$ cat config.mk
export PLATFORM = sky130hd
export DESIGN_NAME = csr_top
export DESIGN_NICKNAME = d
export VERILOG_FILES = /design/src/pkg/csr_pkg.sv /design/src/csr_top.sv
export SDC_FILE = /design/constraint.sdc
export NUM_CORES = 1
export LEC_CHECK = 0
export BUFFER_PORTS_ARGS = -buffer_cell sky130_fd_sc_hd__buf_2
export CAP_MARGIN = 5
export CORE_MARGIN = 3
export CORE_UTILIZATION = 50
export CTS_BUF_LIST = sky130_fd_sc_hd__clkbuf_4 sky130_fd_sc_hd__clkbuf_8
export CTS_CLUSTER_SIZE = 16
export DETAILED_ROUTE_END_ITERATION = 6
export PLACE_DENSITY = 0.69
export REMOVE_ABC_BUFFERS = 1
export SETUP_SLACK_MARGIN = 0.5
export SYNTH_ARGS = -nofsm -noshare
export SYNTH_HDL_FRONTEND = slang
export SYNTH_SLANG_ARGS = --single-unit
$ cat constraint.sdc
create_clock -name clock -period 6 [get_ports clock]
set_input_delay 0.6 -clock clock [delete_from_list [all_inputs] [get_ports clock]]
set_output_delay 0.6 -clock clock [all_outputs]
set_load 0.005 [all_outputs]
$ cat src/pkg/csr_pkg.sv
// constants and types for the scaler command and readback block
package csr_pkg;
    // ****************************************************************
    // functions and subaddresses
    // ****************************************************************
    localparam logic [4:0] FN_READ       = 5'h00;
    localparam logic [4:0] FN_READ_ID    = 5'h06;
    localparam logic [4:0] FN_SETUP      = 5'h11;
    localparam logic [4:0] FN_STANDBY    = 5'h18;
    localparam logic [4:0] FN_ARM        = 5'h1a;
    localparam logic [3:0] SA_DATA       = 4'h0;
    localparam logic [3:0] SA_CE_COUNT   = 4'h1;
    localparam logic [3:0] SA_STATUS     = 4'h2;
    localparam logic [3:0] SA_MEM_COUNT  = 4'h3;
    localparam logic [3:0] SA_CHAN_COUNT = 4'h4;
    localparam logic [3:0] SA_MAX_MULT   = 4'h8;
    // ****************************************************************
    // field layout and sizes
    // ****************************************************************
    localparam int         ADDR_W        = 20;
    localparam int         DATA_W        = 24;
    localparam int         WORD_W        = 12;
    localparam int         MOD_WORDS_LOG = 15;
    localparam int         STAT_MODE_LSB = 0;
    localparam int         STAT_OVF_BIT  = 2;
    localparam int         STAT_FULL_BIT = 3;
    // arbitrary neutral identification value
    localparam logic [23:0] MODULE_ID_DEFAULT = 24'h00a5c3;
    // ****************************************************************
    // timing
    // ****************************************************************
    localparam int         CLK_HZ        = 20000000;
    localparam int         FLASH_MS      = 100;
    localparam int         FLASH_CYC     = CLK_HZ / 1000 * FLASH_MS;
    localparam logic [1:0] SYNC_RST      = 2'h0;
    // ****************************************************************
    // modes, gray along standby, armed, readback
    // ****************************************************************
    typedef enum logic [1:0] {
        CSR_STANDBY  = 2'b00,
        CSR_ARMED    = 2'b01,
        CSR_READBACK = 2'b11
    } csr_mode_e;
endpackage

$ cat src/csr_top.sv
// scaler dataway command decoder with memory readback and indicators
`timescale 1ns/1ps
// What this block does
// - setup subaddress 1-8 steps n times channels
// - setup subaddress 9-15 acts as one
// - setup word low twenty bits give start
// - data read returns word, then steps address
// - data read zeroes high lines, Q=1 X=1
// - past memory end: Q=0 X=1, zeroes
// - data read outside readback refused, zeroes
// - status reads honoured always with Q=1
// - status: mode, overflow switch, memory full
// - memory read returns module count switch
// - channel read returns active channel switch
// - enable counter read on twenty lines
// - identity read returns fixed code
// - clear or initialize forces standby
// - address indicator flashes 100 ms
// - response indicator flashes when Q=1
// - armed and readback mode indicators lit
// - readback activity lit at least 100 ms
// - switch counts shown on indicator groups
// - setup enters readback; subaddress zero steps one
// - standby and arm clear counter and full
// - memory end in armed sets full, no wrap
module csr_top #(
    parameter int          FLASH_CYCLES = csr_pkg::FLASH_CYC,
    parameter logic [23:0] MODULE_ID    = csr_pkg::MODULE_ID_DEFAULT,
    parameter int          BUF_DEPTH    = 2
) (
    // clock and reset
    input  wire logic        clock,
    input  wire logic        rst_n,
    // dataway command, valid held until taken with cmd_ready
    input  wire logic        cmd_valid,
    output logic             cmd_ready,
    input  wire logic [4:0]  cmd_func,
    input  wire logic [3:0]  cmd_sub,
    input  wire logic [23:0] cmd_wdata,
    input  wire logic        dw_clear,
    input  wire logic        dw_init,
    // dataway answer
    output logic             rsp_valid,
    input  wire logic        rsp_ready,
    output logic [23:0]      rsp_rdata,
    output logic             rsp_q,
    output logic             rsp_x,
    // switches, count front end and memory
    input  wire logic [4:0]  sw_channels,
    input  wire logic [4:0]  sw_modules,
    input  wire logic        sw_overflow,
    input  wire logic        ce_pulse,
    input  wire logic        mem_store,
    output logic [19:0]      mem_addr,
    input  wire logic [11:0] mem_rdata,
    output logic             store_enable,
    // indicators
    output logic             led_addressed,
    output logic             led_response,
    output logic             led_armed,
    output logic             led_readback,
    output logic             readback_activity_indicator,
    output logic [4:0]       led_channels,
    output logic [4:0]       led_modules
);
    import csr_pkg::*;

    // ****************************************************************
    // switch synchronisers, three stages, change once last two agree
    // ****************************************************************
    logic [12:0] sw_s1_q, sw_s2_q, sw_s3_q, sw_q;
    always_ff @(posedge clock) begin
        if (!rst_n) begin
            sw_s1_q <= 13'h0000;
            sw_s2_q <= 13'h0000;
            sw_s3_q <= 13'h0000;
            sw_q    <= 13'h0000;
        end else begin
            sw_s1_q <= {dw_init, dw_clear, sw_overflow, sw_modules, sw_channels};
            sw_s2_q <= sw_s1_q;
            sw_s3_q <= sw_s2_q;
            for (int i = 0; i < 13; i++) begin
                if (sw_s2_q[i] == sw_s3_q[i]) begin
                    sw_q[i] <= sw_s3_q[i];
                end
            end
        end
    end
    logic [4:0] chans;
    logic [4:0] mods;
    logic       ovf_sw;
    logic       cz;
    assign chans  = sw_q[4:0];
    assign mods   = sw_q[9:5];
    assign ovf_sw = sw_q[10];
    assign cz     = sw_q[11] | sw_q[12];

    // ****************************************************************
    // decode
    // ****************************************************************
    function automatic logic is_cmd(input logic [4:0] f, input logic [3:0] a,
                                    input logic [4:0] wf, input logic [3:0] wa);
        return (f == wf) && (a == wa);
    endfunction

    logic take;
    logic do_setup, do_standby, do_arm, do_data;
    assign take       = cmd_valid & cmd_ready;
    assign do_setup   = take & (cmd_func == FN_SETUP);
    assign do_standby = take & is_cmd(cmd_func, cmd_sub, FN_STANDBY, SA_DATA);
    assign do_arm     = take & is_cmd(cmd_func, cmd_sub, FN_ARM, SA_DATA);
    assign do_data    = take & is_cmd(cmd_func, cmd_sub, FN_READ, SA_DATA);

    // ****************************************************************
    // mode
    // ****************************************************************
    csr_mode_e mode_q;
    always_ff @(posedge clock) begin
        if (!rst_n) begin
            mode_q <= CSR_STANDBY;
        end else if (cz) begin
            mode_q <= CSR_STANDBY;
        end else if (do_setup) begin
            mode_q <= CSR_READBACK;
        end else if (do_arm) begin
            mode_q <= CSR_ARMED;
        end else if (do_standby) begin
            mode_q <= CSR_STANDBY;
        end
    end

    // ****************************************************************
    // readback address, step and end-of-memory compare
    // ****************************************************************
    logic [19:0] addr_q;
    logic [8:0]  step_q;
    logic [20:0] mem_limit;
    logic        in_range_q;
    logic [3:0]  mult;
    assign mult      = (cmd_sub > SA_MAX_MULT) ? 4'h1 : cmd_sub;
    assign mem_limit = {1'b0, mods, 15'h0000};

    always_ff @(posedge clock) begin
        if (!rst_n) begin
            step_q <= 9'h001;
        end else if (do_setup) begin
            if (cmd_sub == SA_DATA) begin
                step_q <= 9'h001;
            end else begin
                step_q <= {5'h00, mult} * {4'h0, chans};
            end
        end
    end

    logic [19:0] store_addr_q;
    logic        full_q;
    always_ff @(posedge clock) begin
        if (!rst_n) begin
            addr_q <= 20'h00000;
        end else if (do_setup) begin
            addr_q <= cmd_wdata[ADDR_W-1:0];
        end else if (do_data && mode_q == CSR_READBACK && in_range_q) begin
            addr_q <= addr_q + 20'(step_q);
        end
    end
    // registered compare: settled one cycle after every address change, and commands are one every two cycles at most
    always_ff @(posedge clock) begin
        if (!rst_n) begin
            in_range_q <= 1'b0;
        end else begin
            in_range_q <= {1'b0, addr_q} < mem_limit;
        end
    end
    assign mem_addr = (mode_q == CSR_READBACK) ? addr_q : store_addr_q;

    // ****************************************************************
    // armed storage address, memory full, enable counter
    // ****************************************************************
    logic [19:0] ce_count_q;
    assign store_enable = (mode_q == CSR_ARMED) & ~full_q;
    always_ff @(posedge clock) begin
        if (!rst_n) begin
            store_addr_q <= 20'h00000;
            full_q       <= 1'b0;
        end else if (do_arm || do_standby) begin
            store_addr_q <= 20'h00000;
            full_q       <= 1'b0;
        end else if (store_enable && mem_store) begin
            if ({1'b0, store_addr_q} + 21'h000001 >= mem_limit) begin
                full_q <= 1'b1;
            end else begin
                store_addr_q <= store_addr_q + 20'h00001;
            end
        end
    end
    always_ff @(posedge clock) begin
        if (!rst_n) begin
            ce_count_q <= 20'h00000;
        end else if (do_arm || do_standby || mode_q == CSR_STANDBY) begin
            ce_count_q <= 20'h00000;
        end else if (store_enable && ce_pulse) begin
            ce_count_q <= ce_count_q + 20'h00001;
        end
    end

    // ****************************************************************
    // answer word and Q; two-entry buffer toward the dataway
    // ****************************************************************
    logic [23:0] ans_data;
    logic        ans_q;
    always_comb begin
        ans_data = 24'h000000;
        ans_q    = 1'b1;
        if (cmd_func == FN_READ_ID && cmd_sub == SA_DATA) begin
            ans_data = MODULE_ID;
        end else if (cmd_func == FN_READ) begin
            unique case (cmd_sub)
                SA_DATA: begin
                    if (mode_q == CSR_READBACK && in_range_q) begin
                        ans_data = {12'h000, mem_rdata};
                    end else begin
                        ans_q = 1'b0;
                    end
                end
                SA_CE_COUNT:   ans_data = {4'h0, ce_count_q};
                SA_STATUS: begin
                    ans_data[STAT_MODE_LSB+:2] = (mode_q == CSR_READBACK) ? 2'b10 :
                                                 (mode_q == CSR_ARMED) ? 2'b01 : 2'b00;
                    ans_data[STAT_OVF_BIT]     = ovf_sw;
                    ans_data[STAT_FULL_BIT]    = full_q;
                end
                SA_MEM_COUNT:  ans_data = {19'h00000, mods};
                SA_CHAN_COUNT: ans_data = {19'h00000, chans};
                default:       ans_q = 1'b0;
            endcase
        end else if (!(cmd_func == FN_SETUP || cmd_func == FN_STANDBY || cmd_func == FN_ARM)) begin
            ans_q = 1'b0;
        end
    end

    logic [25:0] buf_q [BUF_DEPTH];
    logic [1:0]  cnt_q;
    logic        rd_ptr_q, wr_ptr_q;
    assign cmd_ready = (cnt_q != 2'(BUF_DEPTH));
    assign rsp_valid = (cnt_q != 2'h0);
    logic pop;
    assign pop = rsp_valid & rsp_ready;
    always_ff @(posedge clock) begin
        if (!rst_n) begin
            cnt_q    <= 2'h0;
            rd_ptr_q <= 1'b0;
            wr_ptr_q <= 1'b0;
            for (int i = 0; i < BUF_DEPTH; i++) begin
                buf_q[i] <= 26'h0000000;
            end
        end else begin
            if (take) begin
                buf_q[wr_ptr_q] <= {1'b1, ans_q, ans_data};
                wr_ptr_q        <= ~wr_ptr_q;
            end
            if (pop) begin
                rd_ptr_q <= ~rd_ptr_q;
            end
            cnt_q <= cnt_q + 2'(take) - 2'(pop);
        end
    end
    assign rsp_rdata = buf_q[rd_ptr_q][23:0];
    assign rsp_q     = buf_q[rd_ptr_q][24];
    assign rsp_x     = buf_q[rd_ptr_q][25];

    // ****************************************************************
    // indicators; retriggered stretchers so a burst keeps the lamp lit
    // ****************************************************************
    logic [22:0] n_cnt_q, q_cnt_q, rb_cnt_q;
    function automatic logic [22:0] stretch(input logic ev, input logic [22:0] c);
        if (ev) begin
            return 23'(FLASH_CYCLES);
        end
        return (c != 23'h000000) ? c - 23'h000001 : c;
    endfunction
    always_ff @(posedge clock) begin
        if (!rst_n) begin
            n_cnt_q  <= 23'h000000;
            q_cnt_q  <= 23'h000000;
            rb_cnt_q <= 23'h000000;
        end else begin
            n_cnt_q  <= stretch(take, n_cnt_q);
            q_cnt_q  <= stretch(take & ans_q, q_cnt_q);
            rb_cnt_q <= stretch(do_data & ans_q, rb_cnt_q);
        end
    end
    assign led_addressed               = (n_cnt_q != 23'h000000);
    assign led_response                = (q_cnt_q != 23'h000000);
    assign readback_activity_indicator = (rb_cnt_q != 23'h000000) | (do_data & ans_q);
    assign led_armed                   = (mode_q == CSR_ARMED);
    assign led_readback                = (mode_q == CSR_READBACK);
    assign led_channels                = chans;
    assign led_modules                 = mods;
endmodule

==> impl_metrics.csv <==
group,metric,value,unit
critical_path,worst-path-max-fanout,36,
critical_path,crit_path_top_delay_cell,"o2111ai_4",
sta,setup_tns,0,ns
detailed_routing,routedWlPerCell,15.1,µm
cells_and_area,diodes,0,
power,pwr_density_cell,362,nW/µm²
sta,max_slew_margin,18.3,%
sta,drv_slew,0,
detailed_routing,drc,0,
cells_and_area,final_nets,1534,
placement,port-buffer-count,119,
placement,dp_slack,1.57,ns
synthesis,synthDistinctLibCells,74,
power,total_power,5000,µW
detailed_routing,wl_met2,12200,µm
power,vdd_drop_max,0.000164,V
sta,clock-skew-final,0.0205,ns
cts,root_buffer,"clkbuf_8",
critical_path,cp.required,6.38,ns
cts,cts_buffers,41,
floorplan,rows,56,
critical_path,start_kind,"register",
detailed_routing,m1WireLength,12600,µm
detailed_routing,met3RoutedLength,1520,µm
floorplan,core,23800,µm²
sta,tightest_slew,1.22,ns
cts,clock_latency,0.54,ns
cts,cts.sinks,243,
detailed_routing,drt_wl_total,26800,µm
flow_run,maxCapViolCount,0,
global_route,antenna_found_initial,3,
detailed_routing,dr.pass1.iters,5,
sta,post-route-period-util,74.6,%
synthesis,syn-cell-area,12200,µm²
critical_path,critical_path.max_stage_delay,0.71,ns
synthesis,synth_area_leaders,"dfxtp_1, edfxtp_1, xnor2_1",
floorplan,die_area,26300,µm²
sta,hold_viol,0,
synthesis,synth_top_area_share,33.0,%
floorplan,ios,128,
synthesis,yosysTopAreaCell,"dfxtp_1",
global_route,grt_overflow_total,0,
detailed_routing,highest_layer,"met5",
cts,htreeDepth,2,
critical_path,crit_family,"simple AND/OR/NAND/NOR gates",
detailed_routing,vias,9596,
sta,fmax,0.224,GHz
global_route,grt_pass1_wl,44700,µm
detailed_routing,drtAntennaViolNets,0,
placement,hpwl,19000,µm
critical_path,path_cells,"nand4_2, nor3_2, nand2_1, nor2_1, nand3_1, nor2_1, xor2_1, ha_1, nand3_1, or4_1, a2111o_1, o2111ai_4, or3_1, a21oi_1",
cells_and_area,layout_common_cells,"dfxtp_1, nor2_1, buf_2, nand2_1, and2_1",
global_route,grt_start_max_net_pins,68,
detailed_routing,via_per_inst,5.42,
cts,post-cts-setup-buffer-count,0,
cts,path_clk_slew,0.06,ns
synthesis,synthCells,1320,
placement,dpl.cell_count,1701,
synthesis,ys_async_sr_fraction,0,%
placement,post_dp_cell_area,12900,µm²
synthesis,avgSynthCellArea,9.25,µm²
cts,cts_resized,0,
detailed_routing,drt_iter0_markers,469,
cts,clockBufferDepth,3,
power,p_leak,0.00549,µW
synthesis,synthFlopType,"dfxtp_1",
cts,ctsHoldBuffers,0,
cells_and_area,layout-drive-gt1-share,18.4,%
floorplan,die_w,162,µm
floorplan,die_h,162,µm
cells_and_area,layout_commonest_cell,"dfxtp_1",
sta,rsz0062_at_grt,"no",
placement,routabilityCongestion,0.838,
synthesis,ys.warnings.count,0,
global_route,grt_pass1_vias,9209,
floorplan,initial_core_util,51.4,%
status,status,"finished clean",
cts,tritoncts,"yes",
critical_path,crit_type,"reg2reg",
worst_hold_path,min_path_type,"in2reg",
synthesis,synth_seq_cells,243,
critical_path,crit_buf_inv,0,
sta,setup_viol,0,
critical_path,worstSetupEndpointType,"register",
cells_and_area,finalInstanceArea,13800,µm²
critical_path,cp.arrival,4.86,ns
sta,fin_crit,4.47,ns
synthesis,synth-edff-count,42,
cells_and_area,finalNonFillerCells,1772,
global_route,track_usage,20.5,%
cells_and_area,area_growth,13.1,%
synthesis,synth-seq-area-share,43.3,%
sta,worst_slack,1.53,ns
-- sequential cells by signal (all words and copies together), names as in the netlist, named ones only --
register,count
rd_ptr_q,1
cnt_q,2
in_range_q,1
sw_q,13
full_q,1
store_addr_q,20
sw_s3_q,13
rb_cnt_q,23
sw_s1_q,13
ce_count_q,20
q_cnt_q,23
mode_q,2
addr_q,20
sw_s2_q,13
n_cnt_q,23
buf_q,44
step_q,9
wr_ptr_q,1
-- worst register-to-register path, delay by kind of cell, from the launching register on --
kind | cells | cell delay, ns
XOR/XNOR | 1 | 0.09
AO/OA/AOI/OAI | 3 | 1.15
adder cells (fa/ha/maj) | 1 | 0.29
flip-flops | 1 | 0.57
AND/OR/NAND/NOR | 9 | 2.22
-- per-layer routing --
metal,track usage (%),vias up
met4,5.62,6
met5,0,-
met1,28.0,4466
met2,33.4,237
met3,4.08,44
li1,-,4843
-- cell usage after synthesis (36+ instances only) --
library cell,number
nor3_1,36
and2_1,66
dfxtp_1,201
nand2_1,94
nor2_1,127
xnor2_1,56
nand3_1,39
edfxtp_1,42
o21ai_0,60
mux2_2,39
xor2_1,50
a21oi_1,61
ha_1,38
-- metrics by stage --
stage          utilization, %  hold WS (ns)
3_3_place_gp             54.4         0.414
4_1_cts                  58.1         0.239
6_report                 58.1         0.270
5_1_grt                  58.1         0.247
3_5_place_dp             54.4         0.419
2_1_floorplan               -         0.412
-- report_power, final --
part	internal (µW)	switching (µW)
Combinational	616	712
Sequential	1900	194
Clock	932	644
-- worst paths after layout --
kind	depth (start not counted)	slack [ns]	endpoint	startpoint
worst max-delay path	14	1.53	store_addr_q[10]$_SDFFE_PP0P_	store_addr_q[6]$_SDFFE_PP0P_
worst min-delay path	2	0.27	sw_s1_q[8]$_SDFF_PN0_	sw_modules[3]
worst max register to register	14	1.53	store_addr_q[10]$_SDFFE_PP0P_	store_addr_q[6]$_SDFFE_PP0P_
worst min register to register	1	0.43	sw_s2_q[4]$_SDFF_PN0_	sw_s1_q[4]$_SDFF_PN0_
-- final cells by class --
type	instances	area (µm²)
Clock buffer	64	800
Inverter	37	139
Timing Repair Buffer	123	626
Tap cell	319	399
Clock inverter	7	88.8
Sequential cell	243	5290
Fill cell	2157	9950
Multi-Input combinational cell	979	6470
-- logic make-up after synthesis --
| family | share of synthesized area [%] |
|---|---|
| mux | 4.34 |
| xor+xnor | 7.61 |
| compound gates | 12.8 |
| fa+ha+maj | 5.04 |
| simple gates | 23.1 |
| flops | 43.3 |
| other cells | 0.0307 |
| buf+inv | 3.83 |
(Power assumes the default switching activity.)
